## config.mk

```make
export PLATFORM = sky130hd
export DESIGN_NAME = sbcspi_sync
export DESIGN_NICKNAME = d
export VERILOG_FILES = /design/src/sbcspi_sync.v
export SDC_FILE = /design/constraint.sdc
export NUM_CORES = 1
export LEC_CHECK = 0
export ABC_AREA = 0
export BUFFER_PORTS_ARGS = -buffer_cell sky130_fd_sc_hd__buf_2
export CAP_MARGIN = 20
export CORE_AREA = 3 3 40 42
export CTS_BUF_LIST = sky130_fd_sc_hd__clkbuf_8 sky130_fd_sc_hd__clkbuf_16
export DETAILED_ROUTE_END_ITERATION = 8
export DIE_AREA = 0 0 43 45
export GPL_TIMING_DRIVEN = 0
export PLACE_DENSITY_LB_ADDON = 0.25
export RECOVER_POWER = 50
export SYNTH_ARGS = -nofsm -noshare
export SYNTH_HDL_FRONTEND = slang
export SYNTH_SLANG_ARGS = --single-unit
```

## constraint.sdc

```tcl
create_clock -name mclk_i -period 1.7 [get_ports mclk_i]
set_input_delay 0 -clock mclk_i [delete_from_list [all_inputs] [get_ports mclk_i]]
set_output_delay 0 -clock mclk_i [all_outputs]
set_load 0.02 [all_outputs]
```

## src/sbcspi_sync.v

```verilog
/*
 * Two-flip-flop synchroniser for a group of asynchronous pin levels.
 * Assumes the inputs are levels from outside the mclk_i domain.
 */
`timescale 1ns/100ps

module sbcspi_sync #(
   parameter W = 4
) (
   // Clock and reset.
   input  wire         mclk_i,
   input  wire         rst_n_i,
   // Raw and synchronised levels.
   input  wire [W-1:0] async_i,
   input  wire [W-1:0] rst_val_i,
   output reg  [W-1:0] sync_o
);

   reg [W-1:0] meta;   // First stage, read only by the second stage.

   // ---------------------------------------------------------------------
   // Synchroniser stages
   // ---------------------------------------------------------------------
   // The reset value is a constant tied at the instance.
   always @(posedge mclk_i) begin
      if (!rst_n_i) begin
         meta   <= rst_val_i;
         sync_o <= rst_val_i;
      end else begin
         meta   <= async_i;
         sync_o <= meta;
      end
   end

endmodule

```

* Yosys cells after proc, flatten, opt, wreduce, memory -nomap -nowiden
Cells that the tools add are included.
** Storage, ports and cells
- Register bits after elaboration :: 8
- Bits of input ports :: 10
- Output and inout bits :: 4
- Logic and storage cells :: 4
** Operators by class
- Mux-type cells :: 2
** Operators with widths (number)
- 4-bit 2-to-1 mux :: 2

* Depth between registers and ports, before layout
- Word-level depth :: 1
- Depth in mapped cells :: 2

* Worst setup path before layout
No wires, ideal clock.
- Path type :: reg2reg
- Start :: reg meta[0]
- End :: reg sync_o[0]
- Library setup time :: 0.121 ns
- Arrival :: 0.510 ns
- Path slack :: 1.068 ns
- Cell stages (with the launch flop) :: 2
- Buffers on the path :: 0
- Period minus slack after synthesis :: 0.632 ns
- Path through :: dfxtp_1 -> mux2_4
** On the way
- Word-level cells in the longest chain between the ends :: 1
** RTL lines
- from (decl) :: RTL line 19 : reg [W-1:0] meta;
- from (signal assigned) :: RTL line 27 : meta <= rst_val_i;
- from (signal assigned) :: RTL line 30 : meta <= async_i;
- 4-bit 2-to-1 mux :: RTL line 26 : if (!rst_n_i) begin
- to (signal assigned) :: RTL line 28 : sync_o <= rst_val_i;
- to (signal assigned) :: RTL line 31 : sync_o <= meta;
- to (decl) :: RTL line 16 : output reg [W-1:0] sync_o
Every way passes these cells.

* Worst setup path in the final report
- Start :: in async_i[2]
- End :: reg meta[2]
** On the way
- Word-level cells in the longest chain between the ends :: 1
** RTL lines
- from (decl) :: RTL line 14 : input wire [W-1:0] async_i,
- 4-bit 2-to-1 mux :: RTL line 26
Every way passes these cells.

==> out/qor.tcl <==
set qor(run_status) {finished, violations left}
set qor(failing_checks) {negative hold slack}
set qor(place.port_buffers) 12
set qor(timing.critical_path.buf_inv) 2
set qor(power_leakage_nw) 0.186
set qor(initial_util_pct) 22.7
set qor(critical_path_peak_fanout) 1
set qor(finalSetupViolCount) 0
set qor(synth_async_sr_flop_share_pct) 0
set qor(cap_violations) 0
set qor(cts_setup_buffers) 0
set qor(number_of_global_route_vias_before_repair) 204
set qor(grt_antenna_before_repair) 0
set qor(synth-edff-count) 0
set qor(num_io_pins) 14
set qor(cts.hold.buffers_added) 1
set qor(gp_congestion) 0.510
set qor(maxClockFrequency_mhz) 1280
set qor(ys_warn_count) 0
set qor(maxSlewViolCount) 0
set qor(full_die_area_um2) 1940
set qor(period_minus_slack_ns) 0.779
set qor(clkLatencyLatePin_ns) 0.22
set qor(ir_worst_vdd_mv) 0.271
set qor(max_slew_headroom_at_the_worst_pin_pct) 66.3
set qor(rsz_0062_raised_after_global_routing) {false}
set qor(num_rows) 13
set qor(period_share_pct) 45.8
set qor(worstMarginPinSlew_ns) 0.505
set qor(cts-resized-gates) 0
set qor(final.setup_skew_ns) 0.000188
set qor(sequential_to_total_area_share_from_yosys_stat_pct) 54.9
set qor(synth_area_leader) {dfxtp_1}
set qor(overflow) 0
set qor(synth-main-ff-cell) {dfxtp_1}
set qor(grtUsageTotal_pct) 6.34
set qor(dr.pass1.iters) 2
set qor(floorplan.die.width_um) 43
set qor(crit_path_cell_trace) {dlygate4sd3_1 -> buf_2 -> mux2_4}
set qor(synthesized_nets) 27
set qor(worst_path_largest_cell_delay_ns) 0.53
set qor(critical-path-slowest-cell) {dlygate4sd3_1}
set qor(via_per_inst) 4.08
set qor(die_h_um) 45
set qor(layout-drive-gt1-share_pct) 54.5
set qor(fin_setup_tns_ns) 0
set qor(totalPowerFinal_mw) 0.486
set qor(power.density_nw_per_um2) 1230
set qor(pin_count_of_the_biggest_net_entering_global_routing) 9
set qor(tritoncts_clock_tree) {done}
set qor(worstPathArrival_ns) 0.89
set qor(postSynthRegisterBits) 8
set qor(cts.path.max_buffers) 2
set qor(core_area_um2) 1280
set qor(fin_nets) 45
set qor(number_of_antenna_violating_nets_in_the_routed_design) 0
set qor(cts_inserted_buffers) 3
set qor(clock_tree.root_cell) {clkbuf_8}
set qor(number_of_h_tree_levels) 1
set qor(timing.critical_path.required_ns) 1.81
set qor(setup.worst_path.class) {input pin to flip-flop}
set qor(clock_sink_count) 8
set qor(whs_ns) -0.00608
set qor(netlist_cell_types) 3
set qor(cts.reportedPaths.clkPinSlew_ns) 0.04
set qor(hold_path_class) {input pin to flip-flop}
set qor(start_kind) {input pin}
set qor(post_synth.cell_area_avg_um2) 17.1
set qor(place.detailed.instances) 44
set qor(netlist_instances) 17
set qor(finalHoldViolations) 2
set qor(drt_drc_violations_left) 0
set qor(vias) 196
set qor(routed_wl_um) 528
set qor(route.detailed.wl_per_inst_um) 11.0
set qor(finish.cell_count_without_fillers) 48
set qor(synth_top_cells_by_count) {8 x dfxtp_1, 8 x mux2_4, 1 x buf_6}
set qor(dr.first_iter.drc_count) 2
set qor(critical-path-top-delay-family) {buffers and inverters}
set qor(synth_largest_type_area_fraction_pct) 54.9
set qor(insertedDiodeCount) 0
set qor(area_growth_pct) 35.6
set qor(ys_top_cells_by_area) {dfxtp_1 55%, mux2_4 41%, buf_6 3.9%}
set qor(critical_path.endpoint_type) {flip-flop}
set qor(grt_pass1_wl_um) 772
set qor(synthesis.area_um2) 292
==> final timing paths <==
path / startpoint / endpoint / slack, ns / cells after the start
max: async_i[2] / meta[2] / 0.92 / 3
min: async_i[3] / meta[3] / -0.006 / 2
max reg2reg: meta[0] / sync_o[0] / 1.01 / 1
min reg2reg: meta[2] / sync_o[2] / 0.44 / 1
==> sequential cells by signal, indices dropped and copies added, names as in the netlist <==
| name | count |
|---|---|
| sync_o | 4 |
| meta | 4 |
==> layout by cell type (no fill, tap or decap) <==
cell type      netlist  final
buf_2                0     12
clkbuf_1             0      1
clkbuf_8             0      3
dfxtp_1              8      8
dlygate4sd3_1        0      1
mux2_1               0      5
mux2_4               8      3
==> power breakdown <==
group          internal, mW  switching, mW  total (mW)
clock network         0.153         0.0699       0.223
registers             0.205        0.00360       0.209
logic                0.0293         0.0255      0.0548
total                 0.387         0.0991       0.486
==> final cells by class <==
type	count	area (um2)
Timing Repair Buffer	13	70.1
Buffer	1	3.75
Multi-Input combinational cell	8	101
Clock buffer	3	41.3
Sequential cell	8	160
Tap cell	15	18.8
Fill cell	147	890
==> per-layer routing <==
metal  up-vias  part of all wire, %  GRT usage, %
li1         90                    -             -
met1        94                   34          3.88
met2         8                   52          9.88
met3         4                  8.7          3.59
met4         0                  4.5          10.8
met5         -                    0             0
==> cell families after synthesis <==
family   share of synthesized area (%)
flops                             54.9
mux                               41.2
buf+inv                           3.86
==> through the flow <==
step | util [%] | hold WS, ns | area [um2] | setup WS, ns
final | 30.8 | -0.00608 | 395 | 0.921
after detailed placement | 28.8 | 0.234 | 370 | 1.05
after floorplan | - | 0.143 | 292 | 1.07
after global placement | 28.8 | 0.227 | 370 | 1.06
after CTS | 32.8 | 0.00192 | 422 | 0.917
after global routing | 30.8 | -0.00990 | 395 | 0.914
No activity file was read; power rests on OpenSTA's default activity.
